===== src/csa_defs.svh =====
`ifndef CSA_DEFS_SVH
`define CSA_DEFS_SVH
// Operation
// Software sets the serial enable bit before writing the shift register to start.
// After eight bits the shifter stops and sets the transfer-done flag.
// Automatic mode sends the programmed byte count, up to 32, from the buffer.
// Automatic mode with receive enabled stores each received byte in the buffer.
// Strobe pulses after each byte; peripheral holds busy while it cannot accept data.
// Mode register resets to zero; enable low stops shifting and clears bit counter.
// Automatic-mode select picks plain or buffer-driven three-wire operation.
// Disabled clock pin is a port or driven high; enabled it outputs the clock.
// Clock source field picks external pin or system clock divided 16, 32, 64.
// Software clears strobe and busy enables when the external clock is used.
// While disabled, all serial pins are left to general-purpose port use; the code drives the clock pin high when the idle-high bit is set.
// Reset clears the whole automatic-transfer control register.
// Active status sets on shift register write and clears at sequence end.
// Error status sets on a detected error and clears on shift register write.
// Error checking needs both error-check enable and busy-input enable set.
// Active and error status bits are read-only; writes leave them unchanged.
// With busy-input enable clear, the busy pin is ignored by the shifter.
// With receive enable clear, the serial input is not stored to the buffer.
// Software polls the active status bit to see automatic completion.
// Busy polarity bit selects active-high busy at 0, active-low at 1.
// Bit-order select sends the most significant bit first at 0, least at 1.
// Repeat select gives one sequence at 0, endless repetition at 1.

// ****************************************************************
// Register indices; the byte address is four times the index.
// ****************************************************************
`define CSA_IDX_MODE      16'hFF68
`define CSA_IDX_SHIFT     16'hFF69
`define CSA_IDX_AUTO      16'hFF6A
`define CSA_IDX_COUNT     16'hFF6C
`define CSA_IDX_STATUS    16'hFF6D
`define CSA_IDX_BUF_BASE  16'hFF80
`define CSA_BUF_WIN       11'h7FC

// ****************************************************************
// Field positions and reset values.
// ****************************************************************
`define CSA_M_EN          7
`define CSA_M_LSB         6
`define CSA_M_AUTO        5
`define CSA_M_IDLEHI      4
`define CSA_A_RE          7
`define CSA_A_RPT         6
`define CSA_A_ERROR_CHECK_ENABLE        5
`define CSA_A_ERR         4
`define CSA_A_TRF         3
`define CSA_A_STROBE_OUTPUT_ENABLE        2
`define CSA_A_BUSYEN      1
`define CSA_A_BUSYPOL     0
`define CSA_MODE_WMASK    8'hF3
`define CSA_AUTO_WMASK    8'hE7
`define CSA_RST_BYTE      8'h00

// ****************************************************************
// Timing: serial clock divisors and their half periods in pclk cycles.
// ****************************************************************
`define CSA_DIV_A         16
`define CSA_DIV_B         32
`define CSA_DIV_C         64
`define CSA_HALF_A        6'(`CSA_DIV_A / 2)
`define CSA_HALF_B        6'(`CSA_DIV_B / 2)
`define CSA_HALF_C        6'(`CSA_DIV_C / 2)
`define CSA_BITS          4'd8
`define CSA_BUF_DEPTH     32
`endif


===== src/csa_pkg.sv =====
package csa_pkg;
	// Serial engine states.
	typedef enum logic [2:0] {
		CSA_IDLE,
		CSA_SHIFT,
		CSA_STROBE,
		CSA_WAIT,
		CSA_NEXT
	} csa_state_t;
endpackage : csa_pkg


===== src/csa_top.sv =====
`include "csa_defs.svh"
module csa_top #(
	parameter int DEPTH = `CSA_BUF_DEPTH
) (
	// Clock and reset.
	input  wire logic        pclk,
	input  wire logic        presetn,
	// APB slave.
	input  wire logic        psel,
	input  wire logic        penable,
	input  wire logic        pwrite,
	input  wire logic [17:0] paddr,
	input  wire logic [31:0] pwdata,
	output logic      [31:0] prdata,
	output logic             pready,
	output logic             pslverr,
	// Serial clock pin.
	input  wire logic        serial_clock_pin_in,
	output logic             serial_clock_pin_out,
	output logic             serial_clock_pin_oe_n,
	// Serial data pins.
	input  wire logic        serial_in_pin,
	output logic             serial_out_pin,
	output logic             serial_out_pin_oe_n,
	// Handshake pins.
	output logic             handshake_strobe_pin,
	output logic             handshake_strobe_pin_oe_n,
	input  wire logic        busy_pin,
	// Transfer-done request flag.
	output logic             transfer_done_irq_flag
);
	// ****************************************************************
	// Declarations.
	// ****************************************************************
	logic [7:0]          mode;
	logic [7:0]          auto_ctl;
	logic                active_flag;
	logic                error_flag;
	logic                done_flag;
	logic [4:0]          count;
	logic [7:0]          sreg;
	logic [7:0]          buffer [DEPTH];
	logic [4:0]          ptr;
	logic [3:0]          bit_cnt;
	logic [5:0]          half_cnt;
	logic                sck_int;
	logic                sck_prev;
	logic                so_bit;
	logic                stb;
	csa_pkg::csa_state_t state;
	logic                acc;
	logic                wr;
	logic                hit_mode;
	logic                hit_shift;
	logic                hit_auto;
	logic                hit_count;
	logic                hit_status;
	logic                hit_buf;
	logic                start;
	logic                ext_clk;
	logic                tick;
	logic [5:0]          half;
	logic                fall_ev;
	logic                rise_ev;
	logic                byte_end;
	logic                busy_act;
	logic [7:0]          rx_byte;
	logic [7:0]          next_load;

	// Reverses bit order between the bus view and the shift order.
	function automatic logic [7:0] rev8(input logic [7:0] d, input logic flip);
		logic [7:0] r;
		r = d;
		for (int i = 0; i < 8; i++) begin
			if (flip) begin
				r[i] = d[7 - i];
			end
		end
		return r;
	endfunction : rev8

	// ****************************************************************
	// Bus decode.
	// ****************************************************************
	assign acc        = psel & penable & pready;
	assign wr         = acc & pwrite;
	assign hit_mode   = paddr == {`CSA_IDX_MODE, 2'b00};
	assign hit_shift  = paddr == {`CSA_IDX_SHIFT, 2'b00};
	assign hit_auto   = paddr == {`CSA_IDX_AUTO, 2'b00};
	assign hit_count  = paddr == {`CSA_IDX_COUNT, 2'b00};
	assign hit_status = paddr == {`CSA_IDX_STATUS, 2'b00};
	assign hit_buf    = paddr[17:7] == `CSA_BUF_WIN;

	// Start needs the enable already set and an idle shifter.
	assign start = wr & hit_shift & mode[`CSA_M_EN] & (state == csa_pkg::CSA_IDLE);

	// Clock source choice and edge events.
	assign ext_clk = mode[1:0] == 2'b00;
	always_comb begin
		unique case (mode[1:0])
			2'b01:   half = `CSA_HALF_A;
			2'b10:   half = `CSA_HALF_B;
			default: half = `CSA_HALF_C;
		endcase
	end
	assign tick     = (state == csa_pkg::CSA_SHIFT || state == csa_pkg::CSA_STROBE) && half_cnt == 6'h00;
	assign fall_ev  = (state == csa_pkg::CSA_SHIFT) &&
		(ext_clk ? (sck_prev & ~serial_clock_pin_in) : (tick & sck_int));
	assign rise_ev  = (state == csa_pkg::CSA_SHIFT) &&
		(ext_clk ? (~sck_prev & serial_clock_pin_in) : (tick & ~sck_int));
	assign byte_end = rise_ev && bit_cnt == `CSA_BITS - 4'd1;
	assign rx_byte  = {sreg[6:0], serial_in_pin};
	// Busy only counts when enabled, with the selected polarity.
	assign busy_act = auto_ctl[`CSA_A_BUSYEN] & (busy_pin ^ auto_ctl[`CSA_A_BUSYPOL]);
	assign next_load = rev8(buffer[ptr == count ? 5'd0 : ptr + 5'd1], mode[`CSA_M_LSB]);

	// ****************************************************************
	// APB answer: one wait state, registered data and error.
	// ****************************************************************
	always_ff @(posedge pclk or negedge presetn) begin
		if (!presetn) begin
			pready  <= 1'b0;
			prdata  <= 32'h0000_0000;
			pslverr <= 1'b0;
		end else begin
			pready  <= psel & penable & ~pready;
			pslverr <= psel & penable & ~pready &
				~(hit_mode | hit_shift | hit_auto | hit_count | hit_status | hit_buf);
			if (hit_mode) begin
				prdata <= {24'h00_0000, mode};
			end else if (hit_shift) begin
				prdata <= {24'h00_0000, rev8(sreg, mode[`CSA_M_LSB])};
			end else if (hit_auto) begin
				prdata <= {24'h00_0000, auto_ctl[7:5], error_flag, active_flag, auto_ctl[2:0]};
			end else if (hit_count) begin
				prdata <= {27'h000_0000, count};
			end else if (hit_status) begin
				prdata <= {31'h0000_0000, done_flag};
			end else if (hit_buf) begin
				prdata <= {24'h00_0000, buffer[paddr[6:2]]};
			end else begin
				prdata <= 32'h0000_0000;
			end
		end
	end

	// Control registers, writable bits only.
	always_ff @(posedge pclk or negedge presetn) begin
		if (!presetn) begin
			mode     <= `CSA_RST_BYTE;
			auto_ctl <= `CSA_RST_BYTE;
			count    <= 5'h00;
		end else begin
			if (wr && hit_mode) begin
				mode <= pwdata[7:0] & `CSA_MODE_WMASK;
			end
			if (wr && hit_auto) begin
				auto_ctl <= pwdata[7:0] & `CSA_AUTO_WMASK;
			end
			if (wr && hit_count) begin
				count <= pwdata[4:0];
			end
		end
	end

	// Done flag: set by hardware, cleared by writing one; set wins.
	always_ff @(posedge pclk or negedge presetn) begin
		if (!presetn) begin
			done_flag <= 1'b0;
		end else if ((byte_end && !mode[`CSA_M_AUTO]) || (state == csa_pkg::CSA_NEXT && ptr == count &&
			!auto_ctl[`CSA_A_RPT]) || (rise_ev && mode[`CSA_M_AUTO] && auto_ctl[`CSA_A_ERROR_CHECK_ENABLE] && busy_act)) begin
			done_flag <= 1'b1;
		end else if (wr && hit_status && pwdata[0]) begin
			done_flag <= 1'b0;
		end
	end

	// Active and error status; only the shifter, start and a cleared enable move them.
	always_ff @(posedge pclk or negedge presetn) begin
		if (!presetn) begin
			active_flag <= 1'b0;
			error_flag  <= 1'b0;
		end else if (start) begin
			active_flag <= mode[`CSA_M_AUTO];
			error_flag  <= 1'b0;
		end else if (rise_ev && mode[`CSA_M_AUTO] && auto_ctl[`CSA_A_ERROR_CHECK_ENABLE] && busy_act) begin
			active_flag <= 1'b0;
			error_flag  <= 1'b1;
		end else if (state == csa_pkg::CSA_NEXT && ptr == count && !auto_ctl[`CSA_A_RPT]) begin
			active_flag <= 1'b0;
		end else if (!mode[`CSA_M_EN]) begin
			active_flag <= 1'b0;
		end
	end

	// ****************************************************************
	// Serial engine.
	// ****************************************************************
	always_ff @(posedge pclk or negedge presetn) begin
		if (!presetn) begin
			state <= csa_pkg::CSA_IDLE;
		end else if (!mode[`CSA_M_EN]) begin
			state <= csa_pkg::CSA_IDLE;
		end else begin
			unique case (state)
				csa_pkg::CSA_IDLE: begin
					if (start) begin
						state <= csa_pkg::CSA_SHIFT;
					end
				end
				csa_pkg::CSA_SHIFT: begin
					if (rise_ev && mode[`CSA_M_AUTO] && auto_ctl[`CSA_A_ERROR_CHECK_ENABLE] && busy_act) begin
						state <= csa_pkg::CSA_IDLE;
					end else if (byte_end) begin
						if (!mode[`CSA_M_AUTO]) begin
							state <= csa_pkg::CSA_IDLE;
						end else if (auto_ctl[`CSA_A_STROBE_OUTPUT_ENABLE]) begin
							state <= csa_pkg::CSA_STROBE;
						end else begin
							state <= csa_pkg::CSA_NEXT;
						end
					end
				end
				csa_pkg::CSA_STROBE: begin
					if (tick) begin
						state <= auto_ctl[`CSA_A_BUSYEN] ? csa_pkg::CSA_WAIT : csa_pkg::CSA_NEXT;
					end
				end
				csa_pkg::CSA_WAIT: begin
					if (!busy_act) begin
						state <= csa_pkg::CSA_NEXT;
					end
				end
				csa_pkg::CSA_NEXT: begin
					if (ptr == count && !auto_ctl[`CSA_A_RPT]) begin
						state <= csa_pkg::CSA_IDLE;
					end else begin
						state <= csa_pkg::CSA_SHIFT;
					end
				end
			endcase
		end
	end

	// Half-period timer and internal serial clock, idle high.
	always_ff @(posedge pclk or negedge presetn) begin
		if (!presetn) begin
			half_cnt <= 6'h00;
			sck_int  <= 1'b1;
			sck_prev <= 1'b1;
		end else begin
			sck_prev <= serial_clock_pin_in;
			if (state == csa_pkg::CSA_IDLE || state == csa_pkg::CSA_NEXT || state == csa_pkg::CSA_WAIT) begin
				half_cnt <= half - 6'h01;
				sck_int  <= 1'b1;
			end else if (half_cnt == 6'h00) begin
				half_cnt <= half - 6'h01;
				sck_int  <= (state == csa_pkg::CSA_SHIFT) ? ~sck_int : 1'b1;
			end else begin
				half_cnt <= half_cnt - 6'h01;
			end
		end
	end

	// Bit counter, cleared whenever the port is disabled.
	always_ff @(posedge pclk or negedge presetn) begin
		if (!presetn) begin
			bit_cnt <= 4'h0;
		end else if (!mode[`CSA_M_EN] || state != csa_pkg::CSA_SHIFT) begin
			bit_cnt <= 4'h0;
		end else if (rise_ev) begin
			bit_cnt <= byte_end ? 4'h0 : bit_cnt + 4'h1;
		end
	end

	// Shift register: out on falling edge, in on rising edge.
	always_ff @(posedge pclk or negedge presetn) begin
		if (!presetn) begin
			sreg   <= 8'h00;
			so_bit <= 1'b0;
		end else if (start) begin
			sreg   <= rev8(mode[`CSA_M_AUTO] ? buffer[0] : pwdata[7:0], mode[`CSA_M_LSB]);
			so_bit <= 1'b0;
		end else if (fall_ev) begin
			so_bit <= sreg[7];
		end else if (rise_ev) begin
			sreg <= rx_byte;
		end else if (state == csa_pkg::CSA_NEXT) begin
			sreg <= next_load;
		end
	end

	// Buffer pointer over the programmed byte count.
	always_ff @(posedge pclk or negedge presetn) begin
		if (!presetn) begin
			ptr <= 5'h00;
		end else if (start) begin
			ptr <= 5'h00;
		end else if (state == csa_pkg::CSA_NEXT) begin
			ptr <= (ptr == count) ? 5'h00 : ptr + 5'h01;
		end
	end

	// Buffer: bus writes, and received bytes when receive is enabled.
	always_ff @(posedge pclk) begin
		if (byte_end && mode[`CSA_M_AUTO] && auto_ctl[`CSA_A_RE]) begin
			buffer[ptr] <= rev8(rx_byte, mode[`CSA_M_LSB]);
		end else if (wr && hit_buf) begin
			buffer[paddr[6:2]] <= pwdata[7:0];
		end
	end

	// Strobe: high for one half period less one pclk cycle after each automatic byte.
	always_ff @(posedge pclk or negedge presetn) begin
		if (!presetn) begin
			stb <= 1'b0;
		end else begin
			stb <= state == csa_pkg::CSA_STROBE && !tick;
		end
	end

	// ****************************************************************
	// Pin drivers, all registered.
	// ****************************************************************
	always_ff @(posedge pclk or negedge presetn) begin
		if (!presetn) begin
			serial_clock_pin_out      <= 1'b1;
			serial_clock_pin_oe_n     <= 1'b1;
			serial_out_pin            <= 1'b0;
			serial_out_pin_oe_n       <= 1'b1;
			handshake_strobe_pin      <= 1'b0;
			handshake_strobe_pin_oe_n <= 1'b1;
			transfer_done_irq_flag    <= 1'b0;
		end else begin
			serial_clock_pin_out      <= mode[`CSA_M_EN] ? (ext_clk | sck_int) : 1'b1;
			serial_clock_pin_oe_n     <= mode[`CSA_M_EN] ? ext_clk : ~mode[`CSA_M_IDLEHI];
			serial_out_pin            <= so_bit;
			serial_out_pin_oe_n       <= ~mode[`CSA_M_EN];
			handshake_strobe_pin      <= stb;
			handshake_strobe_pin_oe_n <= ~(mode[`CSA_M_EN] & auto_ctl[`CSA_A_STROBE_OUTPUT_ENABLE]);
			transfer_done_irq_flag    <= done_flag;
		end
	end
endmodule : csa_top


===== config.mk =====
export PLATFORM = sky130hd
export DESIGN_NAME = csa_top
export DESIGN_NICKNAME = d
export VERILOG_FILES = /design/src/csa_pkg.sv /design/src/csa_top.sv
export VERILOG_INCLUDE_DIRS = /design/src
export SDC_FILE = /design/constraint.sdc
export NUM_CORES = 1
export LEC_CHECK = 0
export ABC_AREA = 1
export BUFFER_PORTS_ARGS = -buffer_cell sky130_fd_sc_hd__buf_2
export CAP_MARGIN = 10
export CELL_PAD_IN_SITES_DETAIL_PLACEMENT = 1
export CELL_PAD_IN_SITES_GLOBAL_PLACEMENT = 2
export CORE_AREA = 10 10 284 177
export DETAILED_ROUTE_END_ITERATION = 6
export DIE_AREA = 0 0 294 187
export PLACE_DENSITY_LB_ADDON = 0.1
export SKIP_CTS_REPAIR_TIMING = 1
export SLEW_MARGIN = 20
export SYNTH_ARGS = -nofsm -noshare
export SYNTH_HDL_FRONTEND = slang
export SYNTH_SLANG_ARGS = --single-unit

===== constraint.sdc =====
create_clock -name pclk -period 3.8 [get_ports pclk]
set_input_delay 0.76 -clock pclk [delete_from_list [all_inputs] [get_ports pclk]]
set_output_delay 0.76 -clock pclk [all_outputs]
set_load 0.01 [all_outputs]

Yosys cells after proc, flatten, opt, wreduce, memory -nomap -nowiden
Memories as Yosys holds them, arrays and structs flattened.
Index checks and enable logic that the tools add are counted.

word-level totals
  register bits = 91
  bits in latches = 0
  memory bits (writable) = 256
  bits in read-only memories = 0
  input bits = 58
  output and inout port bits = 41
  logic and storage cells = 219
  memories = 1

memory list
  memory  words  bits a word  rd ports  clocked after memory_dff  wr ports  RTL line       text
  buffer  32     8            3         0                         1         csa_top.sv:42  logic [7:0] buffer [DEPTH];

operators by class
  add/subtract/negate cells = 4
  multiply operators = 0
  divide/modulo/power cells = 0
  order comparisons = 0
  equality and inequality tests = 21
  shift operators = 0
  multiplexer cells = 96
  bitwise gates (word level) = 29
  reductions and logical operators = 43

operator list
  cell                                                 number
  equality test 18 bit, second input constant          5
  2-to-1 mux 8 bit                                     11
  2-to-1 mux 1 bit                                     64
  2-to-1 mux 32 bit                                    1
  2-to-1 mux 3 bit                                     9
  logical AND 1 bit                                    20
  2-to-1 mux 5 bit                                     4
  one-hot mux 3 bit (5 select lines)                   1
  bitwise AND 1 bit                                    14
  2-to-1 mux 4 bit                                     3
  2-to-1 mux 6 bit                                     2
  one-hot mux 6 bit (2 select lines)                   1
  nonzero test 2 bit                                   6
  subtractor 6 x 1 -> 6 bit, second input constant     2
  equality test 11 bit, second input constant          1
  != test 3 bit, second input constant                 3
  inverter 1 bit                                       8
  OR reduction 8 bit                                   1
  equality test 3 x 2 -> 1 bit, second input constant  2
  zero test 6 bit                                      1
  logical OR 1 bit                                     6
  bitwise OR 1 bit                                     6
  adder 5 x 1 -> 5 bit, second input constant          1
  equality test 5 bit                                  1
  17 further kinds                                     20

Depth between registers and ports, before layout
  depth in word-level cells = 13
  depth in mapped cells = 20

Worst setup path before layout
Ideal clock, no wire load.

  path kind = input-to-reg
  start point = in paddr[7]
  end point = mem buffer[0][3], data pin
  data arrival time = 3245 ps
  data required time = 3346 ps
  setup slack = 101 ps
  cell stages on the path = 6
  buffers on the path = 2
  cell sequence = or3_1 > nor4_1 > nand2_4 > buf_12 > buf_2 > o21ai_0

on the way
  word-level cells in the longest chain between the ends = 7

ends and longest elaborated chain
  what                                    RTL line        text
  start, declared                         csa_top.sv:12   input wire logic [17:0] paddr,
  equality test 11 bit (no line)          --
  logical AND 1 bit                       csa_top.sv:308  end else if (wr && hit_buf) begin
  2-to-1 mux 1 bit                        csa_top.sv:308
  2-to-1 mux 1 bit                        csa_top.sv:306  if (byte_end && mode[`CSA_M_AUTO] && auto_ctl[`CSA_A_RE]) begin
  2-to-1 mux 1 bit (not written as such)  csa_top.sv:309  buffer[paddr[6:2]] <= pwdata[7:0];
  OR reduction 8 bit (no line)            --
  2-to-1 mux 8 bit (no line)              --
  end, declared                           csa_top.sv:42

No other way between the ends.

Final worst setup path
  start point = reg ptr[1]
  end point = reg sreg[2]

on the way
  word-level cells in the longest chain between the ends = 8
  elaborated cells on any way between the ends = 9

ends and longest elaborated chain
  what                                                                RTL line        text
  start, declared                                                     csa_top.sv:43   logic [4:0] ptr;
  start signal, assigned                                              csa_top.sv:300  ptr <= (ptr == count) ? 5'h00 : ptr + 5'h01;
  adder 5 x 1 -> 5 bit / equality test 5 bit (equally long branches)  csa_top.sv:115  assign next_load = rev8(buffer[ptr == count ? 5'd0 : ptr + 5'd1], mode[`CSA_M_LSB]);
  2-to-1 mux 5 bit *                                                  csa_top.sv:115
  memory read (32 x 8 bit) *                                          --
  2-to-1 mux 1 bit *                                                  csa_top.sv:75   if (flip) begin
  2-to-1 mux 8 bit *                                                  csa_top.sv:288  end else if (state == csa_pkg::CSA_NEXT) begin
  2-to-1 mux 8 bit *                                                  csa_top.sv:286  end else if (rise_ev) begin
  2-to-1 mux 8 bit *                                                  csa_top.sv:284  end else if (fall_ev) begin
  2-to-1 mux 8 bit *                                                  csa_top.sv:281  end else if (start) begin
  end signal, assigned                                                csa_top.sv:282  sreg <= rev8(mode[`CSA_M_AUTO] ? buffer[0] : pwdata[7:0], mode[`CSA_M_LSB]);
  end signal, assigned                                                csa_top.sv:287  sreg <= rx_byte;
  end signal, assigned                                                csa_top.sv:289  sreg <= next_load;
  end, declared                                                       csa_top.sv:41   logic [7:0] sreg;

Mark *: on every way between the ends. The rest lies on a longest branch, timed or not. The select of a mux whose other input is x is not followed.
A chain may end at the register's enable or synchronous reset.

==> summary.txt <==
Placement
  • GPL Wtd Cong: 0.856
  • DP HPWL: 48.5 mm
  • Placed cells: 2599
  • PortBufs: 50

STA
  • Setup Skew: 0.0137 ns
  • Slew @ Worst Pin: 0.953 ns
  • Final Cycle Share: 0.919
  • Tmin final: 3.49 ns
  • Setup violators final: 0
  • F_max: 286 MHz
  • Fin. Hold Viols: 0
  • RSZ-0062 raised after global routing: false
  • Worst slew margin: 0.364
  • Setup_tns: 0 ns
  • Slew Limit Fails: 0

Synth
  • Primary FF master, synth: edfxtp_1
  • Post-Syn Instances: 1966
  • Yosys reg bits: 323
  • Post-synth cell types: 51
  • Sequential area share after synthesis: 0.538
  • Ys Warns: 0
  • Top post-synthesis cells by area: edfxtp_1 44%, dfrtp_1 8.8%, nand3_1 8.1%
  • Avg Synthesized Cell Area: 8.87 um^2
  • Number of synthesized flops with an enable pin: 256
  • Post-synthesis cell area: 0.0174 mm^2
  • Share of the synthesized area in the top cell type: 0.441
  • Leading area contributor after synthesis: edfxtp_1
  • Fraction of registers with async set/reset: 0.207

Final layout
  • Layout Nets: 2102
  • Finished Layout Cells: 2663
  • Reg area: 0.00937 mm^2
  • Layout area overhead: 14.7%
  • FILL cells: 5243
  • Fin util: 0.440
  • Share of post-route cells with drive strength above 1: 0.135
  • Multi-input gate area: 0.00656 mm^2

GRT
  • Initial antenna violation count: 1
  • First-pass GRT wire length: 103 mm
  • Vias in the first global route: 15200
  • Largest net degree at the start of global routing: 68
  • Overflow after GRT: 0
  • GRT Util Overall: 0.250

Clocking
  • Htree depth: 2
  • Num CTS Buffers: 35
  • Worst skew pair latency: 0.53 ns
  • CTS clock-pin slew for the worst setup and hold paths: 0.06 ns
  • Clock Path Buffers: 3
  • # clock sinks: 323
  • CTS tree: done
  • Root buffer cell: clkbuf_16

Flow run
  • Number of max-cap violations: 0

Pwr
  • Total power: 7.81 mW
  • Pleak: 8.17 nW
  • Power density cells: 391 mW/mm^2
  • Worst IR Drop VDD: 0.324 mV

Setup path
  • Critical Path Max Stage Delay: 0.47 ns
  • Critical setup path kind: reg -> reg
  • R2R Setup Slk: 0.31 ns
  • Most used cell, CP: nand2_1
  • WP data required: 4.27 ns
  • Worst Path Arrival: 3.97 ns
  • Worst R2R End: sreg[2]$_DFFE_PN0P_
  • Critical Path End: sreg[2]$_DFFE_PN0P_
  • Critical Path Sink Type: register
  • Worst setup path start: ptr[1]$_DFFE_PN0P_
  • RR Startpoint: ptr[1]$_DFFE_PN0P_
  • Slowest CP cell: dfrtp_1
  • Critical-path cell list: inv_1, nand2_1, nand2_1, nor2_1, nand3_4, nand2_4, inv_2, nand2_1, nand3_1, nand3_1, nand3_1, nand3_1, nand2_1, nand2_1, nand3_1, nand3_1, nand2_1, nand2_1
  • Worst-path fanout max: 25
  • Reg2Reg Depth: 18
  • CP Launch Type: register

Route
  • Antenna Nets Post-Route: 0
  • Vias: 15300
  • DRC viols: 0
  • Routed vias/inst: 5.76
  • Total routed wirelength: 70.0 mm
  • DR WL/cell: 26.3 um
  • First-pass DRT Iterations: 5
  • Initial DRC count: 1641

Die
  • DIE WIDTH: 294 um
  • Die ar.: 0.0550 mm^2
  • I/O pin count: 99
  • Row count: 61
  • Initial cell density of the core: 0.384
  • Core outline area: 0.0454 mm^2
  • Die Y: 187 um

Run status
  • Status: finished, final reports clean

Hold path
  • Worst min path class: in -> async
## cell usage in the layout, fill, tap and decap left out, drive strengths merged, types with 2 or more instances in the layout
| cell type | count |
|---|---|
| a221oi | 8 |
| inv | 248 |
| o21a | 2 |
| a22oi | 13 |
| nand4 | 6 |
| o31ai | 2 |
| bufinv | 6 |
| nor2 | 192 |
| buf | 149 |
| ha | 6 |
| nand3b | 23 |
| a31oi | 7 |
| conb | 24 |
| o211ai | 27 |
| nor3 | 13 |
| o2111ai | 21 |
| a211oi | 3 |
| nand2 | 316 |
| a21oi | 72 |
| xor2 | 4 |
| o21ai | 180 |
| or2 | 6 |
| xnor2 | 2 |
| dfstp | 6 |
| edfxtp | 256 |
| clkinv | 20 |
| o22ai | 11 |
| clkbuf | 43 |
| dfrtp | 61 |
| nand3 | 298 |
| o221ai | 33 |
## through the flow
stage / worst slack (ns) / hold slack (ns) / cell area [um^2]
floorplan: 0.101 / 0.331 / 17500
global placement: 0.445 / 0.339 / 18800
detailed placement: 0.373 / 0.345 / 18800
CTS: 0.342 / 0.326 / 20000
global route: 0.0644 / 0.337 / 20000
finish: 0.307 / 0.321 / 20000
## sequential cells by signal (all words and copies together) (netlist names), 3 cells and up
signal,flops
count,5
mode,6
bit_cnt,4
auto_ctl,6
state,3
buffer,256
prdata,8
sreg,8
ptr,5
half_cnt,6
## worst max-delay path: cells and delay by family, from the launching register on
family	cells	cell delay, ns
DFF	1	0.47
and+or+nand+nor	16	2.45
buffers and inverters	2	0.48
## area by class of cell
class / instances / area share
antenna: 1 / 0.000125
clock buffer: 43 / 0.0475
clock inverter: 20 / 0.0122
inverter: 255 / 0.0482
multi-input combinational: 1274 / 0.328
sequential: 323 / 0.469
tap: 598 / 0.0374
timing repair buffer: 149 / 0.0574
## worst min-delay path by stage
stage                                          end           startpoint  depth (start not counted)
floorplan           handshake_strobe_pin$_DFF_PN0_        stb$_DFF_PN0_                          0
global placement    handshake_strobe_pin$_DFF_PN0_        stb$_DFF_PN0_                          0
detailed placement  handshake_strobe_pin$_DFF_PN0_        stb$_DFF_PN0_                          0
CTS                             sck_prev$_DFF_PN1_  serial_clock_pin_in                          1
global route                    sck_prev$_DFF_PN1_  serial_clock_pin_in                          1
finish                         sreg[2]$_DFFE_PN0P_              presetn                          1
## power by group
| part | switching [mW] | internal [mW] | leakage, nW |
|---|---|---|---|
| clock | 1.49 | 2.18 | 0.582 |
| sequential | 0.000773 | 3.78 | 3.27 |
| combinational | 0.268 | 0.0929 | 4.31 |
| total | 1.76 | 6.05 | 8.17 |
## logic make-up (layout without fill, tap and decap cells)
| kind of cell | count (synthesis) | after routing | synth area share |
|---|---|---|---|
| compound gates | 381 | 381 | 0.134 |
| xor+xnor | 6 | 6 | 0.00302 |
| fa+ha+maj | 6 | 6 | 0.00431 |
| buf+inv | 392 | 467 | 0.0949 |
| flops | 323 | 323 | 0.538 |
| other cells | 1 | 25 | 0.000215 |
| simple gates | 857 | 857 | 0.226 |
## synth_stat cells, drive strengths merged, types with 2 or more instances
cell type	count
nand2	316
nand3	298
edfxtp	256
inv	248
nor2	192
o21ai	180
a21oi	72
clkbuf	72
buf	65
dfrtp	61
o221ai	33
o211ai	27
nand3b	23
o2111ai	21
a22oi	13
nor3	13
o22ai	11
a221oi	8
a31oi	7
clkinv	7
dfstp	6
ha	6
nand4	6
or2	6
xor2	4
a211oi	3
o21a	2
o31ai	2
xnor2	2
## per-layer routing
metal | wire length [um] | vias to the layer above | share of wire | global-route usage
met4 | 1400 | 0 | 0.020 | 0.0531
li1 | - | 6888 | - | -
met3 | 6140 | 84 | 0.088 | 0.0549
met2 | 28000 | 602 | 0.40 | 0.347
met1 | 34500 | 7769 | 0.49 | 0.386
met5 | 0 | - | 0 | 0
(Power assumes the default switching activity.)
